[config.mk]
export PLATFORM = sky130hd
export DESIGN_NAME = flash_guard_host
export DESIGN_NICKNAME = d
export VERILOG_FILES = /design/src/logic/flash_guard_pkg.sv /design/src/logic/flash_bus_cycle.sv /design/src/logic/flash_guard_host.sv
export SDC_FILE = /design/constraint.sdc
export NUM_CORES = 1
export LEC_CHECK = 0
export ABC_AREA = 1
export BUFFER_PORTS_ARGS = -buffer_cell sky130_fd_sc_hd__buf_2
export CORE_ASPECT_RATIO = 2
export CORE_MARGIN = 2
export CORE_UTILIZATION = 52
export CTS_CLUSTER_DIAMETER = 50
export DETAILED_ROUTE_END_ITERATION = 12
export GPL_TIMING_DRIVEN = 0
export PLACE_DENSITY_LB_ADDON = 0.05
export REMOVE_ABC_BUFFERS = 1
export SLEW_MARGIN = 20
export SYNTH_ARGS = -nofsm -noshare
export SYNTH_HDL_FRONTEND = slang
export SYNTH_SLANG_ARGS = --single-unit
[constraint.sdc]
create_clock -name clk_sys_i -period 2.9 [get_ports clk_sys_i]
set_clock_uncertainty 0.1 [all_clocks]
set_input_delay 0.58 -clock clk_sys_i [delete_from_list [all_inputs] [get_ports clk_sys_i]]
set_output_delay 0.58 -clock clk_sys_i [all_outputs]
set_load 0.1 [all_outputs]
[src/logic/flash_guard_pkg.sv]
// Constants, types and command codes for the flash sector-guard host controller
package flash_guard_pkg;

	// ----------------------------------------
	// Bus widths
	// ----------------------------------------
	localparam int ADDR_W = 21;
	localparam int DATA_W = 16;

	// ----------------------------------------
	// Timing (ns, poll limit in us) and derived clock counts
	// ----------------------------------------
	localparam int CLK_MHZ = 100;
	localparam int T_STROBE_WR_NS = 35;
	localparam int T_ACCESS_RD_NS = 70;
	localparam int T_HOLD_NS = 20;
	localparam int T_RST_PULSE_NS = 500;
	localparam int T_RST_RECOVER_NS = 20000;
	localparam int T_POLL_MAX_US = 500000;
	// Least times round up
	localparam int CYC_STROBE_WR = (T_STROBE_WR_NS * CLK_MHZ + 999) / 1000;
	localparam int CYC_ACCESS_RD = (T_ACCESS_RD_NS * CLK_MHZ + 999) / 1000;
	localparam int CYC_HOLD = (T_HOLD_NS * CLK_MHZ + 999) / 1000;
	localparam int CYC_RST_PULSE = (T_RST_PULSE_NS * CLK_MHZ + 999) / 1000;
	localparam int CYC_RST_RECOVER = (T_RST_RECOVER_NS * CLK_MHZ + 999) / 1000;
	localparam int CYC_POLL_MAX = T_POLL_MAX_US * CLK_MHZ;

	// ----------------------------------------
	// Flash bus addresses and data codes
	// ----------------------------------------
	localparam logic [ADDR_W-1:0] A_UNLOCK1 = 21'h000555;
	localparam logic [ADDR_W-1:0] A_UNLOCK2 = 21'h0002AA;
	localparam logic [ADDR_W-1:0] A_ZERO = 21'h000000;
	localparam logic [7:0] A_SEC_IND = 8'h03;
	localparam logic [7:0] A_PROT_VERIFY = 8'h02;
	localparam logic [15:0] D_UNLOCK1 = 16'h00AA;
	localparam logic [15:0] D_UNLOCK2 = 16'h0055;
	localparam logic [15:0] D_AUTOSELECT = 16'h0090;
	localparam logic [15:0] D_SSR_ENTRY = 16'h0088;
	localparam logic [15:0] D_SET_EXIT2 = 16'h0000;
	localparam logic [15:0] D_RESET = 16'h00F0;
	localparam logic [15:0] D_PROGRAM = 16'h00A0;
	localparam logic [15:0] D_ERASE_SETUP = 16'h0080;
	localparam logic [15:0] D_ERASE_GO = 16'h0030;
	localparam logic [15:0] D_GUARD_SET = 16'h0000;
	localparam logic [15:0] D_GUARD_CLEAR = 16'h0001;
	localparam logic [15:0] D_LOCKREG_ENTRY = 16'h0040;
	localparam logic [15:0] D_PGB_ENTRY = 16'h00C0;
	localparam logic [15:0] D_GLOCK_ENTRY = 16'h0050;
	localparam logic [15:0] D_VGB_ENTRY = 16'h00E0;
	localparam logic [7:0] ST_PGM_OK = 8'h00;
	localparam logic [7:0] ST_ERS_OK = 8'h01;
	localparam int TOGGLE_BIT = 6;

	// ----------------------------------------
	// User operation codes
	// ----------------------------------------
	localparam logic [3:0] OP_SEC_IND = 4'h0;
	localparam logic [3:0] OP_PROT_VERIFY = 4'h1;
	localparam logic [3:0] OP_SSR_ENTER = 4'h2;
	localparam logic [3:0] OP_SSR_EXIT = 4'h3;
	localparam logic [3:0] OP_SSR_PROGRAM = 4'h4;
	localparam logic [3:0] OP_LOCKREG_PROG = 4'h5;
	localparam logic [3:0] OP_PGB_PROG = 4'h6;
	localparam logic [3:0] OP_PGB_ERASE_ALL = 4'h7;
	localparam logic [3:0] OP_PGB_READ = 4'h8;
	localparam logic [3:0] OP_GLOCK_SET = 4'h9;
	localparam logic [3:0] OP_VGB_SET = 4'hA;
	localparam logic [3:0] OP_VGB_CLEAR = 4'hB;
	localparam logic [3:0] OP_HW_RESET = 4'hC;

	typedef enum logic [2:0] {SK_WR, SK_RD, SK_POLL_PGM, SK_POLL_ERS, SK_END, SK_RST} step_kind_e;

	typedef struct packed {
		step_kind_e kind;
		logic [ADDR_W-1:0] addr;
		logic [DATA_W-1:0] data;
	} step_s;

endpackage : flash_guard_pkg

[src/logic/flash_bus_cycle.sv]
// One asynchronous write or read cycle on the flash pins
`timescale 1ns/1ps
module flash_bus_cycle (
	input wire logic clk_sys_i,
	input wire logic rst_n_i,
	input wire logic start_i,
	input wire logic write_i,
	input wire logic [flash_guard_pkg::ADDR_W-1:0] addr_i,
	input wire logic [flash_guard_pkg::DATA_W-1:0] wdata_i,
	output logic done_o,
	output logic [flash_guard_pkg::DATA_W-1:0] rdata_o,
	output logic [flash_guard_pkg::ADDR_W-1:0] flash_addr_o,
	output logic [flash_guard_pkg::DATA_W-1:0] flash_dq_o,
	output logic flash_dq_oe_o,
	input wire logic [flash_guard_pkg::DATA_W-1:0] flash_dq_i,
	output logic flash_ce_n_o,
	output logic flash_oe_n_o,
	output logic flash_we_n_o
);

	typedef enum logic [1:0] {BC_IDLE, BC_SETUP, BC_STROBE, BC_HOLD} bc_state_e;

	bc_state_e state_r;
	logic write_r;
	logic [7:0] cnt_r;

	// ----------------------------------------
	// Cycle sequencing
	// ----------------------------------------
	always_ff @(posedge clk_sys_i or negedge rst_n_i) begin
		if (!rst_n_i) begin
			state_r <= BC_IDLE;
			write_r <= 1'b0;
			cnt_r <= 8'h00;
			done_o <= 1'b0;
		end else begin
			done_o <= 1'b0;
			case (state_r)
				BC_IDLE: begin
					if (start_i) begin
						write_r <= write_i;
						state_r <= BC_SETUP;
					end
				end
				BC_SETUP: begin
					cnt_r <= write_r ? 8'(flash_guard_pkg::CYC_STROBE_WR - 1) : 8'(flash_guard_pkg::CYC_ACCESS_RD - 1);
					state_r <= BC_STROBE;
				end
				BC_STROBE: begin
					if (cnt_r == 8'h00) begin
						cnt_r <= 8'(flash_guard_pkg::CYC_HOLD - 1);
						state_r <= BC_HOLD;
					end else begin
						cnt_r <= cnt_r - 8'h01;
					end
				end
				default: begin
					if (cnt_r == 8'h00) begin
						done_o <= 1'b1;
						state_r <= BC_IDLE;
					end else begin
						cnt_r <= cnt_r - 8'h01;
					end
				end
			endcase
		end
	end

	// ----------------------------------------
	// Pin drivers, all from flops
	// ----------------------------------------
	always_ff @(posedge clk_sys_i or negedge rst_n_i) begin
		if (!rst_n_i) begin
			flash_addr_o <= '0;
			flash_dq_o <= '0;
			flash_dq_oe_o <= 1'b0;
			flash_ce_n_o <= 1'b1;
			flash_oe_n_o <= 1'b1;
			flash_we_n_o <= 1'b1;
			rdata_o <= '0;
		end else begin
			if (state_r == BC_IDLE && start_i) begin
				flash_addr_o <= addr_i;
				flash_dq_o <= wdata_i;
				flash_dq_oe_o <= write_i;
				flash_ce_n_o <= 1'b0;
			end else if (state_r == BC_SETUP) begin
				flash_we_n_o <= ~write_r;
				flash_oe_n_o <= write_r;
			end else if (state_r == BC_STROBE && cnt_r == 8'h00) begin
				// Release strobe first; data stays driven through hold
				flash_we_n_o <= 1'b1;
				flash_oe_n_o <= 1'b1;
				flash_ce_n_o <= 1'b1;
				if (!write_r) begin
					rdata_o <= flash_dq_i;
				end
			end else if (state_r == BC_HOLD && cnt_r == 8'h00) begin
				flash_dq_oe_o <= 1'b0;
			end
		end
	end

endmodule : flash_bus_cycle

[src/logic/flash_guard_host.sv]
// Host controller that drives sector-guard, lock and security-region sequences
`timescale 1ns/1ps
// Operation
// - Volatile guard change: entry, set/clear, exit
// - Poll toggle bit; then 00h program, 01h erase
// - Unprotect: reset, erase all, reprogram, relock
// - Boot sets global lock early, holds write-protect low
module flash_guard_host #(
	parameter int unsigned POLL_LIMIT = flash_guard_pkg::CYC_POLL_MAX
) (
	input wire logic clk_sys_i,
	input wire logic rst_n_i,
	input wire logic boot_lock_en_i,
	input wire logic wp_hold_i,
	input wire logic cmd_valid_i,
	output logic cmd_ready_o,
	input wire logic [3:0] cmd_op_i,
	input wire logic [flash_guard_pkg::ADDR_W-1:0] cmd_addr_i,
	input wire logic [flash_guard_pkg::DATA_W-1:0] cmd_data_i,
	output logic done_o,
	output logic fail_o,
	output logic [flash_guard_pkg::DATA_W-1:0] rdata_o,
	output logic [flash_guard_pkg::ADDR_W-1:0] flash_addr_o,
	output logic [flash_guard_pkg::DATA_W-1:0] flash_dq_o,
	output logic flash_dq_oe_o,
	input wire logic [flash_guard_pkg::DATA_W-1:0] flash_dq_i,
	output logic flash_ce_n_o,
	output logic flash_oe_n_o,
	output logic flash_we_n_o,
	output logic flash_reset_n_o,
	output logic write_protect_accel_pin_n_o
);

	typedef enum logic [2:0] {M_IDLE, M_ISSUE, M_WAIT, M_RST, M_DONE} main_state_e;

	main_state_e state_r;
	logic [3:0] op_r;
	logic [3:0] idx_r;
	logic [flash_guard_pkg::ADDR_W-1:0] addr_r;
	logic [flash_guard_pkg::DATA_W-1:0] data_r;
	logic boot_pend_r;
	logic poll_have_r;
	logic poll_prev_r;
	logic [31:0] poll_cnt_r;
	logic rst_phase_r;
	logic [15:0] rst_cnt_r;
	logic bc_start;
	logic bc_done;
	logic [flash_guard_pkg::DATA_W-1:0] bc_rdata;
	flash_guard_pkg::step_s step;
	logic poll_kind;
	logic [7:0] poll_expect;

	// ----------------------------------------
	// Step table: one step per index; a poll step repeats its read until it settles or reaches POLL_LIMIT
	// ----------------------------------------
	function automatic flash_guard_pkg::step_s step_of(input logic [3:0] op, input logic [3:0] idx,
		input logic [flash_guard_pkg::ADDR_W-1:0] sa, input logic [flash_guard_pkg::DATA_W-1:0] wd);
		flash_guard_pkg::step_s s;
		logic [flash_guard_pkg::DATA_W-1:0] entry;
		logic [3:0] k;
		s.kind = flash_guard_pkg::SK_END;
		s.addr = flash_guard_pkg::A_ZERO;
		s.data = '0;
		entry = flash_guard_pkg::D_AUTOSELECT;
		k = idx - 4'h3;
		case (op)
			flash_guard_pkg::OP_SSR_ENTER: entry = flash_guard_pkg::D_SSR_ENTRY;
			flash_guard_pkg::OP_SSR_PROGRAM: entry = flash_guard_pkg::D_PROGRAM;
			flash_guard_pkg::OP_LOCKREG_PROG: entry = flash_guard_pkg::D_LOCKREG_ENTRY;
			flash_guard_pkg::OP_GLOCK_SET: entry = flash_guard_pkg::D_GLOCK_ENTRY;
			flash_guard_pkg::OP_VGB_SET, flash_guard_pkg::OP_VGB_CLEAR: entry = flash_guard_pkg::D_VGB_ENTRY;
			flash_guard_pkg::OP_PGB_PROG, flash_guard_pkg::OP_PGB_ERASE_ALL,
				flash_guard_pkg::OP_PGB_READ: entry = flash_guard_pkg::D_PGB_ENTRY;
			default: entry = flash_guard_pkg::D_AUTOSELECT;
		endcase
		if (op == flash_guard_pkg::OP_HW_RESET) begin
			if (idx == 4'h0) begin
				s.kind = flash_guard_pkg::SK_RST;
			end
		end else if (idx == 4'h0) begin
			s = '{flash_guard_pkg::SK_WR, flash_guard_pkg::A_UNLOCK1, flash_guard_pkg::D_UNLOCK1};
		end else if (idx == 4'h1) begin
			s = '{flash_guard_pkg::SK_WR, flash_guard_pkg::A_UNLOCK2, flash_guard_pkg::D_UNLOCK2};
		end else if (idx == 4'h2) begin
			s = '{flash_guard_pkg::SK_WR, flash_guard_pkg::A_UNLOCK1, entry};
		end else begin
			case (op)
				flash_guard_pkg::OP_SEC_IND, flash_guard_pkg::OP_PROT_VERIFY: begin
					// indicator at 03h; autoselect left with reset command
					if (k == 4'h0) begin
						s.kind = flash_guard_pkg::SK_RD;
						s.addr = (op == flash_guard_pkg::OP_SEC_IND) ? {13'h0000, flash_guard_pkg::A_SEC_IND}
							: {sa[flash_guard_pkg::ADDR_W-1:8], flash_guard_pkg::A_PROT_VERIFY};
					end else if (k == 4'h1) begin
						s = '{flash_guard_pkg::SK_WR, flash_guard_pkg::A_ZERO, flash_guard_pkg::D_RESET};
					end
				end
				flash_guard_pkg::OP_SSR_PROGRAM: begin
					if (k == 4'h0) begin
						s = '{flash_guard_pkg::SK_WR, sa, wd};
					end else if (k == 4'h1) begin
						s.kind = flash_guard_pkg::SK_POLL_PGM;
						s.addr = sa;
					end
				end
				flash_guard_pkg::OP_SSR_EXIT: begin
					if (k == 4'h0) begin
						s = '{flash_guard_pkg::SK_WR, flash_guard_pkg::A_ZERO, flash_guard_pkg::D_SET_EXIT2};
					end
				end
				flash_guard_pkg::OP_SSR_ENTER: s.kind = flash_guard_pkg::SK_END;
				default: begin
					// command-set body, then the set-exit pair
					case (k)
						4'h0: begin
							s.kind = flash_guard_pkg::SK_WR;
							s.addr = sa;
							s.data = (op == flash_guard_pkg::OP_PGB_ERASE_ALL) ? flash_guard_pkg::D_ERASE_SETUP
								: flash_guard_pkg::D_PROGRAM;
							if (op == flash_guard_pkg::OP_PGB_READ) begin
								s.kind = flash_guard_pkg::SK_RD;
							end
						end
						4'h1: begin
							s.kind = flash_guard_pkg::SK_WR;
							s.addr = sa;
							case (op)
								flash_guard_pkg::OP_LOCKREG_PROG: s.data = wd;
								flash_guard_pkg::OP_PGB_ERASE_ALL: s.data = flash_guard_pkg::D_ERASE_GO;
								flash_guard_pkg::OP_VGB_CLEAR: s.data = flash_guard_pkg::D_GUARD_CLEAR;
								default: s.data = flash_guard_pkg::D_GUARD_SET;
							endcase
							if (op == flash_guard_pkg::OP_PGB_READ) begin
								s = '{flash_guard_pkg::SK_WR, flash_guard_pkg::A_ZERO, flash_guard_pkg::D_AUTOSELECT};
							end
						end
						4'h2: begin
							s.addr = sa;
							s.kind = (op == flash_guard_pkg::OP_PGB_ERASE_ALL) ? flash_guard_pkg::SK_POLL_ERS
								: flash_guard_pkg::SK_POLL_PGM;
							if (op == flash_guard_pkg::OP_PGB_READ) begin
								s = '{flash_guard_pkg::SK_WR, flash_guard_pkg::A_ZERO, flash_guard_pkg::D_SET_EXIT2};
							end else if (op == flash_guard_pkg::OP_VGB_SET || op == flash_guard_pkg::OP_VGB_CLEAR) begin
								s = '{flash_guard_pkg::SK_WR, flash_guard_pkg::A_ZERO, flash_guard_pkg::D_AUTOSELECT};
							end
						end
						4'h3: begin
							if (op == flash_guard_pkg::OP_VGB_SET || op == flash_guard_pkg::OP_VGB_CLEAR) begin
								s = '{flash_guard_pkg::SK_WR, flash_guard_pkg::A_ZERO, flash_guard_pkg::D_SET_EXIT2};
							end else if (op != flash_guard_pkg::OP_PGB_READ) begin
								s = '{flash_guard_pkg::SK_WR, flash_guard_pkg::A_ZERO, flash_guard_pkg::D_AUTOSELECT};
							end
						end
						4'h4: begin
							if (op != flash_guard_pkg::OP_PGB_READ && op != flash_guard_pkg::OP_VGB_SET
								&& op != flash_guard_pkg::OP_VGB_CLEAR) begin
								s = '{flash_guard_pkg::SK_WR, flash_guard_pkg::A_ZERO, flash_guard_pkg::D_SET_EXIT2};
							end
						end
						default: s.kind = flash_guard_pkg::SK_END;
					endcase
				end
			endcase
		end
		return s;
	endfunction : step_of

	// ----------------------------------------
	// Step decode
	// ----------------------------------------
	always_comb begin
		step = step_of(op_r, idx_r, addr_r, data_r);
		poll_kind = (step.kind == flash_guard_pkg::SK_POLL_PGM) || (step.kind == flash_guard_pkg::SK_POLL_ERS);
		poll_expect = (step.kind == flash_guard_pkg::SK_POLL_ERS) ? flash_guard_pkg::ST_ERS_OK
			: flash_guard_pkg::ST_PGM_OK;
	end

	assign bc_start = (state_r == M_ISSUE) && (step.kind != flash_guard_pkg::SK_END)
		&& (step.kind != flash_guard_pkg::SK_RST);
	assign cmd_ready_o = (state_r == M_IDLE) && !boot_pend_r;

	// ----------------------------------------
	// Sequencer
	// ----------------------------------------
	always_ff @(posedge clk_sys_i or negedge rst_n_i) begin
		if (!rst_n_i) begin
			state_r <= M_IDLE;
			op_r <= 4'h0;
			idx_r <= 4'h0;
			addr_r <= '0;
			data_r <= '0;
			boot_pend_r <= 1'b1;
			done_o <= 1'b0;
		end else begin
			done_o <= 1'b0;
			case (state_r)
				M_IDLE: begin
					idx_r <= 4'h0;
					if (boot_pend_r) begin
						boot_pend_r <= 1'b0;
						if (boot_lock_en_i) begin
							op_r <= flash_guard_pkg::OP_GLOCK_SET;
							addr_r <= flash_guard_pkg::A_ZERO;
							state_r <= M_ISSUE;
						end
					end else if (cmd_valid_i) begin
						op_r <= cmd_op_i;
						addr_r <= cmd_addr_i;
						data_r <= cmd_data_i;
						state_r <= M_ISSUE;
					end
				end
				M_ISSUE: begin
					if (step.kind == flash_guard_pkg::SK_END) begin
						state_r <= M_DONE;
					end else if (step.kind == flash_guard_pkg::SK_RST) begin
						state_r <= M_RST;
					end else begin
						state_r <= M_WAIT;
					end
				end
				M_WAIT: begin
					if (bc_done) begin
						state_r <= M_ISSUE;
						// non-poll steps advance at once; poll steps advance only once toggling stops or times out
						if (!poll_kind || (poll_have_r && (bc_rdata[flash_guard_pkg::TOGGLE_BIT] == poll_prev_r
							|| poll_cnt_r >= POLL_LIMIT))) begin
							idx_r <= idx_r + 4'h1;
						end
					end
				end
				M_RST: begin
					if (rst_phase_r && rst_cnt_r == 16'h0000) begin
						state_r <= M_DONE;
					end
				end
				default: begin
					done_o <= 1'b1;
					state_r <= M_IDLE;
				end
			endcase
		end
	end

	// ----------------------------------------
	// Toggle polling and result
	// ----------------------------------------
	always_ff @(posedge clk_sys_i or negedge rst_n_i) begin
		if (!rst_n_i) begin
			poll_have_r <= 1'b0;
			poll_prev_r <= 1'b0;
			poll_cnt_r <= 32'h0000_0000;
			fail_o <= 1'b0;
			rdata_o <= '0;
		end else if (state_r == M_IDLE) begin
			poll_have_r <= 1'b0;
			poll_cnt_r <= 32'h0000_0000;
			if (cmd_valid_i || boot_pend_r) begin
				fail_o <= 1'b0;
			end
		end else if (state_r == M_WAIT && bc_done) begin
			if (step.kind == flash_guard_pkg::SK_RD) begin
				// guard status or indicator comes back here
				rdata_o <= bc_rdata;
			end else if (poll_kind) begin
				poll_prev_r <= bc_rdata[flash_guard_pkg::TOGGLE_BIT];
				poll_cnt_r <= poll_cnt_r + 32'h0000_0001;
				if (!poll_have_r) begin
					poll_have_r <= 1'b1;
				end else if (bc_rdata[flash_guard_pkg::TOGGLE_BIT] == poll_prev_r) begin
					// settled status must match 00h or 01h
					rdata_o <= bc_rdata;
					fail_o <= (bc_rdata[7:0] != poll_expect);
					poll_have_r <= 1'b0;
					poll_cnt_r <= 32'h0000_0000;
				end else if (poll_cnt_r >= POLL_LIMIT) begin
					// locked guard bits never finish: time out
					fail_o <= 1'b1;
					poll_have_r <= 1'b0;
					poll_cnt_r <= 32'h0000_0000;
				end
			end
		end
	end

	// ----------------------------------------
	// Hardware reset pulse and write protect
	// ----------------------------------------
	always_ff @(posedge clk_sys_i or negedge rst_n_i) begin
		if (!rst_n_i) begin
			rst_phase_r <= 1'b0;
			rst_cnt_r <= 16'h0000;
			flash_reset_n_o <= 1'b1;
			write_protect_accel_pin_n_o <= 1'b1;
		end else begin
			// boot sector guarded by holding the pin low
			write_protect_accel_pin_n_o <= ~wp_hold_i;
			if (state_r == M_ISSUE && step.kind == flash_guard_pkg::SK_RST) begin
				// only a hardware reset frees the global lock
				flash_reset_n_o <= 1'b0;
				rst_phase_r <= 1'b0;
				rst_cnt_r <= 16'(flash_guard_pkg::CYC_RST_PULSE - 1);
			end else if (state_r == M_RST) begin
				if (rst_cnt_r != 16'h0000) begin
					rst_cnt_r <= rst_cnt_r - 16'h0001;
				end else if (!rst_phase_r) begin
					flash_reset_n_o <= 1'b1;
					rst_phase_r <= 1'b1;
					rst_cnt_r <= 16'(flash_guard_pkg::CYC_RST_RECOVER - 1);
				end
			end
		end
	end

	// ----------------------------------------
	// Bus cycle engine
	// ----------------------------------------
	flash_bus_cycle u_bus (
		.clk_sys_i(clk_sys_i),
		.rst_n_i(rst_n_i),
		.start_i(bc_start),
		.write_i(step.kind == flash_guard_pkg::SK_WR),
		.addr_i(step.addr),
		.wdata_i(step.data),
		.done_o(bc_done),
		.rdata_o(bc_rdata),
		.flash_addr_o(flash_addr_o),
		.flash_dq_o(flash_dq_o),
		.flash_dq_oe_o(flash_dq_oe_o),
		.flash_dq_i(flash_dq_i),
		.flash_ce_n_o(flash_ce_n_o),
		.flash_oe_n_o(flash_oe_n_o),
		.flash_we_n_o(flash_we_n_o)
	);

endmodule : flash_guard_host

# Yosys cells after proc, flatten, opt, wreduce, memory -nomap -nowiden

Memory sizes are Yosys's and may differ from the RTL's.
Cells that the tools add are included.

Register bits after elaboration: 189
ROM bits: 80
Input bits: 62
Output and inout port bits: 62
Logic and storage cells: 258
Memories kept: 1

Add/subtract/negate cells: 5
Magnitude comparators: 1
Equality and inequality tests: 50
Muxes and demuxes: 103
Bitwise operators: 8
Reduce and logical (&&, ||, !) cells: 63

Memories:

| name            | depth | bits a word | read ports | clocked after Yosys merged registers in | wr ports | line                   | RTL |
|---|---|---|---|---|---|---|---|
| (no name shown) | 16    | 5           | 1          | 0                                       | 0        | flash_guard_host.sv:67 | `case (op)` |

Operator list:

| cell                  | number |
|---|---|
| $mux 40               | 9 |
| $mux 32               | 7 |
| $pmux 37 s5           | 1 |
| $mux 16               | 10 |
| $pmux 37 s4           | 1 |
| $mux 21               | 4 |
| $mux 37               | 2 |
| $mux 24               | 3 |
| $pmux 16 s3           | 1 |
| $mux 1                | 39 |
| $mux 39               | 1 |
| $add 32x1->32 const B | 1 |
| $ge 32x26->1 const B  | 1 |
| $mux 3                | 8 |
| $pmux 3 s4            | 2 |
| $pmux 8 s3            | 1 |
| $reduce_bool 2->1     | 12 |
| $reduce_and 3->1      | 7 |
| $eq 4x2->1 const B    | 5 |
| $mux 4                | 5 |
| $eq 4x3->1 const B    | 4 |
| $eq 4x4->1 const B    | 4 |
| $logic_not 16->1      | 1 |
| $mux 8                | 2 |
| other kinds (39)      | 99 |

# Depth between registers and ports, before layout

Depth after elaboration: 19
Gate-level depth with buffers: 18
Depth with buffers taken out: 17

# Cells and area by module

From an unflattened synthesis, not the netlist that was laid out.

Cell total of the unflattened synthesis: 1300
Area, all modules: 10043.4 µm²

Modules (own cells, without submodules):

| module           | instances | cells each | area each (µm²) | seq. area each (µm²) |
|---|---|---|---|---|
| flash_guard_host | 1         | 935        | 6970.4          | 3006.6 |
| flash_bus_cycle  | 1         | 365        | 3072.9          | 1730.4 |

# Worst setup path before layout

Ideal clock, no wire load.

Path kind: register -> output
From: reg state_r[2]
To: out cmd_ready_o
Arrival time: 2114 ps
Required time: 2220 ps
Setup slack: 106 ps
Stages on the path, launching flop included: 7
Buffers on the path: 1
Cell sequence: dfrtp_1 nor2_1 inv_1 nor2_1 inv_1 nor2_1 clkbuf_1

Cells in the longest elaborated chain, start to end: 2

Ends and longest elaborated chain:

| item                   | line                    | RTL |
|---|---|---|
| start, declared        | flash_guard_host.sv:36  | `main_state_e state_r;` |
| start signal, assigned | flash_guard_host.sv:188 | `state_r <= M_IDLE;` |
| start signal, assigned | flash_guard_host.sv:205 | `state_r <= M_ISSUE;` |
| start signal, assigned | flash_guard_host.sv:211 | `state_r <= M_ISSUE;` |
| $logic_not 3->1        | flash_guard_host.sv:181 | `assign cmd_ready_o = (state_r == M_IDLE) && !boot_pend_r;` |
| $logic_and 1x1->1      | flash_guard_host.sv:181 |  |
| end, declared          | flash_guard_host.sv:16  | `output logic cmd_ready_o,` |

No other way between the ends.

# Final worst setup path

From: reg idx_r[1]
To: reg u_bus.flash_addr_o[1] (netlist name)

Cells in the longest elaborated chain, start to end: 13
Elaborated cells on any way between the ends: 29
Those cells by class: add/sub (1); eq/ne (8); mux (15); reduce/logical (5)

Ends and longest elaborated chain:

| item                                      | line                                                                     | RTL |
|---|---|---|
| start, declared                           | flash_guard_host.sv:38                                                   | `logic [3:0] idx_r;` |
| start signal, assigned                    | flash_guard_host.sv:229                                                  | `idx_r <= idx_r + 4'h1;` |
| $sub 4x2->4                               | flash_guard_host.sv:66                                                   | `k = idx - 4'h3;` |
| $eq 4x1->1                                | flash_guard_host.sv:95, flash_guard_host.sv:102, flash_guard_host.sv:115 |  |
| $mux 24 / $mux 40 (equally long branches) | flash_guard_host.sv:102, flash_guard_host.sv:95                          |  |
| $mux 24, on equally long branches         | flash_guard_host.sv:100, flash_guard_host.sv:91                          |  |
| $pmux 3 s4                                | flash_guard_host.sv:88                                                   | `case (op)` |
| $mux 40                                   | flash_guard_host.sv:85                                                   | `end else if (idx == 4'h2) begin` |
| $mux 40                                   | flash_guard_host.sv:83                                                   | `end else if (idx == 4'h1) begin` |
| $mux 40                                   | flash_guard_host.sv:81                                                   | `end else if (idx == 4'h0) begin` |
| $mux 3                                    | flash_guard_host.sv:77                                                   | `if (op == flash_guard_pkg::OP_HW_RESET) begin` |
| $ne 3x3->1                                | flash_guard_host.sv:179                                                  | `assign bc_start = (state_r == M_ISSUE) && (step.kind != flash_guard_pkg::SK_END)` |
| $logic_and 1x1->1                         | flash_guard_host.sv:179                                                  |  |
| $logic_and 1x1->1                         | flash_guard_host.sv:180                                                  | `&& (step.kind != flash_guard_pkg::SK_RST);` |
| $logic_and 1x1->1                         | flash_bus_cycle.sv:82                                                    | `if (state_r == BC_IDLE && start_i) begin` |
| end signal, assigned                      | flash_bus_cycle.sv:83                                                    | `flash_addr_o <= addr_i;` |
| end, declared                             | flash_bus_cycle.sv:12                                                    | `output logic [flash_guard_pkg::ADDR_W-1:0] flash_addr_o,` |

Several ways; a longest one is shown, not always the timed one.
A chain may end at the register's enable or synchronous reset.

==> key figures <==
Clock network
  – Clk sinks: 189
  – H-tree level count: 4
  – Clock Latency Late Sink: 450 ps
  – CTS root buffer: clkbuf_16
  – TritonCTS clock tree: yes
  – Clock buffer count from CTS: 17
  – Buffer levels on the longest clock path: 2
  – Reg clk slew, reported paths: around 70 ps

Logic synthesis
  – Register area share after synthesis: 46.1%
  – YS warnings: 0
  – Cell taking the most area after synthesis: dfrtp_1
  – Most common flop cell mapped by yosys: dfrtp_1
  – Post-synth EDFFs: 0
  – Cells after synthesis: 1315
  – Seq cells post-synth: 189
  – Post-synthesis cell area: 0.0103 sq mm
  – Top cells by area, synth: dfrtp_1 (45%), nand2_1 (13%), nand3_1 (6.3%), inv_1 (4.7%), o21ai_0 (4.1%)
  – Synthesized area per cell: 7.82 sq um
  – Post-synthesis cell type count: 46
  – Asr flop ratio synth: 100%
  – Area fraction of the dominant cell type after synthesis: ~45%

Timing
  – Slew margin rel.: 29.8%
  – Final setup violation count: 0
  – Fin crit period: around 2800 ps
  – Min Hold Slack: 9.47 ps
  – Final worst slack: 81.1 ps
  – Final Hold Fails: 0
  – Max Fclk: 355 MHz
  – Least-Margin Pin Slew: 1040 ps
  – Pins Over Slew Limit: 0
  – Tcrit/Tclk final: between 90% and 100%

Floorplan
  – Io pins: 124
  – Die W: just over 100 microns
  – Die Area: 0.0210 sq mm
  – Num rows: 72
  – Die height: 203 microns
  – Placeable Area: 0.0194 sq mm
  – Starting density of the core: 53.1%

Pwr
  – NetSw: 6.46 mW
  – Switch share: 49.5%
  – Total power: approximately 13 mW
  – Reg power frac: 31.0%
  – Peak VDD IR: 0.000567 V
  – Lkg Pwr: 6.10 nW
  – Int Power: ~6.6 mW
  – Combinational power share: 50.8%
  – Power Dens Cells: 1040 mW/mm^2
  – Clock power share: 18.1%

Routing
  – Final WL: 29200 microns
  – Drt initial violations: 404
  – Initial DRT Pass Iterations: 7
  – Wirelength per Cell: 16.8 microns
  – Vias: about 9.5k
  – Post-DRT Antenna Nets: 0
  – DRC viols: 0
  – Vias per cell: about 5.5

Global route
  – Initial antenna violation count: 0
  – Global route overflow: 0
  – Largest net degree at the start of global routing: 97
  – GR peak layer: met2
  – GR Util met3: between 4 and 5%
  – GRT Total Usage: 28.8%
  – Met2 Use GR: 53.6%
  – Vias in the first global route: 9284
  – Global-route wire length before repair: about 46000 microns
  – Met1 usage: 29.1%

Worst setup path
  – Worst setup path startpoint: idx_r[1]$_DFFE_PN0P_
  – CP peak stage delay: 470 ps
  – Origin of the critical flop-to-flop path: idx_r[1]$_DFFE_PN0P_
  – Arrival time at the worst endpoint: just over 3000 ps
  – Type of the worst setup path: register to register
  – Crit start category: register
  – Slowest-stage cell, CP: dfrtp_2
  – Max FO, Critical Path: 8
  – Cell chain of the critical path: buf_4 > ha_1 > nand2_4 > inv_4 > nor2_4 > nand2_2 > clkinvlp_4 > nand2_1 > a21oi_4 > nor2_4 > nand2_4 > nand4_4 > buf_12 > buf_12 > nand2_1 > o21ai_2
  – Reg2Reg Depth: 16
  – Crit end category: register
  – CP Buf/Inv Count: 5
  – CP required: 3130 ps
  – Largest delay share family, worst path: simple AND/OR/NAND/NOR gates
  – WP depth: 16

Layout
  – Share of cells above drive strength 1: a little over a fifth
  – Ant. Diodes: 0
  – Area grow syn2layout: 21.7%
  – Fin cells: approximately 1.7k
  – Fillers: approximately 1.7k
  – Post-Route Utilization: 64.6%
  – Layout Nets: around 1.5k

Placement
  – IO buf count: 123
  – GPL Wtd Cong: roughly 0.98
  – Placed Instances: 1659
  – Setup WS pre-CTS: -1510 ps
  – Post-DP HPWL: 19900 microns

Run
  – Max_cap viols: 0

Hold path
  – Tightest Hold Check Type: input pin to async pin

Status
  – Status: completed
==> cell usage in the layout (no fill, tap or decap), types with 4 or more instances in the layout <==
| master | instances |
|---|---|
| a21oi_1 | 30 |
| buf_12 | 9 |
| buf_2 | 121 |
| buf_4 | 37 |
| clkbuf_16 | 17 |
| clkinvlp_4 | 6 |
| dfrtp_1 | 180 |
| dfstp_2 | 6 |
| ha_1 | 16 |
| inv_1 | 119 |
| inv_2 | 8 |
| inv_6 | 4 |
| mux2_2 | 15 |
| nand2_1 | 351 |
| nand2_2 | 10 |
| nand2_4 | 10 |
| nand3_1 | 126 |
| nand3_2 | 6 |
| nand4_1 | 32 |
| nor2_1 | 94 |
| nor2_4 | 8 |
| nor3_1 | 32 |
| nor4_1 | 10 |
| o211ai_1 | 6 |
| o21ai_0 | 82 |
| o21ai_1 | 26 |
| o21ai_2 | 4 |
| o22ai_1 | 18 |
| o31ai_1 | 4 |
| or2_2 | 6 |
| xnor2_1 | 4 |
| xor2_1 | 30 |
==> Yosys cell counts (all sizes together), types with 11 or more instances <==
master,instances
xor2,31
nor4,11
o22ai,18
buf,19
ha,18
nor3,34
nor2,104
dfrtp,183
nand2,371
inv,134
nand3,134
a21oi,33
o21ai,113
clkbuf,24
mux2,15
nand4,33
==> metal layers <==
layer  wire, microns  part of all wire [%]  vias to the layer above
li1                -                     -                     4646
met1           10200                    35                     4492
met2           16400                    56                      257
met3            1020                   3.5                      103
met4            1650                   5.6                        0
met5               0                     0                        -
==> logic make-up after synthesis <==
| logic type | synth area share [%] |
|---|---|
| fa+ha+maj | 2.19 |
| flops | 46.1 |
| xor+xnor | 3.25 |
| mux | 1.64 |
| buf+inv | 7.13 |
| simple gates | 29.8 |
| compound gates | 9.90 |
==> repair_timing <==
item | CTS | global route
gates cloned | 5 | 1
endpoints found under the setup margin | 139 | 117
buffers inserted | 23 | 21
gates resized for setup | 46 | 28
pin swaps | 8 | 8
hold buffers | 0 | 0
==> state kept, by name (all words and copies together) (netlist names), 2 cells and up <==
register	cells
poll_cnt_r	32
addr_r	21
state_r	3
u_bus.flash_dq_o	16
u_bus.flash_addr_o	21
u_bus.cnt_r	8
rdata_o	16
u_bus.state_r	2
u_bus.rdata_o	16
rst_cnt_r	16
op_r	4
idx_r	4
data_r	16
==> power groups by stage <==
stage          logic (mW)  registers, mW  clock network [mW]
2_1_floorplan        2.93           5.36                   0
3_3_place_gp         5.52           4.03                   0
3_5_place_dp         5.64           4.05                   0
4_1_cts              6.38           4.02                2.42
5_1_grt              7.23           4.15                2.54
6_report             6.63           4.05                2.37
==> final timing paths <==
check | end | slack, ps
min in group clk_sys_i | write_protect_accel_pin_n_o$_DFF_PN1_ | 130
setup reg to reg | u_bus.flash_addr_o[1]$_DFFE_PN0N_ | 80
hold reg to reg | done_o$_DFF_PN0_ | 320
max in group asynchronous | idx_r[0]$_DFFE_PN0P_ | 1720
setup / recovery | u_bus.flash_addr_o[1]$_DFFE_PN0N_ | 80
hold / removal | u_bus.flash_dq_o[13]$_DFFE_PN0N_ | 9
==> metrics by stage <==
step	cell area, sq um	TNS (ps)
6_report	12500	0
4_1_cts	12200	0
5_1_grt	12500	-323
3_3_place_gp	11000	-558270
2_1_floorplan	10100	-64280
3_5_place_dp	11100	-146630
==> layout make-up <==
| class | instances | area, sq um | area share (%) |
|---|---|---|---|
| Multi-Input combinational cell | 952 | 5120 | 41.0 |
| Sequential cell | 189 | 4740 | 37.9 |
| Timing Repair Buffer | 174 | 1200 | 9.58 |
| Inverter | 135 | 529 | 4.23 |
| Clock buffer | 18 | 429 | 3.43 |
| Tap cell | 259 | 324 | 2.59 |
| Clock inverter | 14 | 160 | 1.28 |
Note: power is estimated with default switching activity, not from simulation.
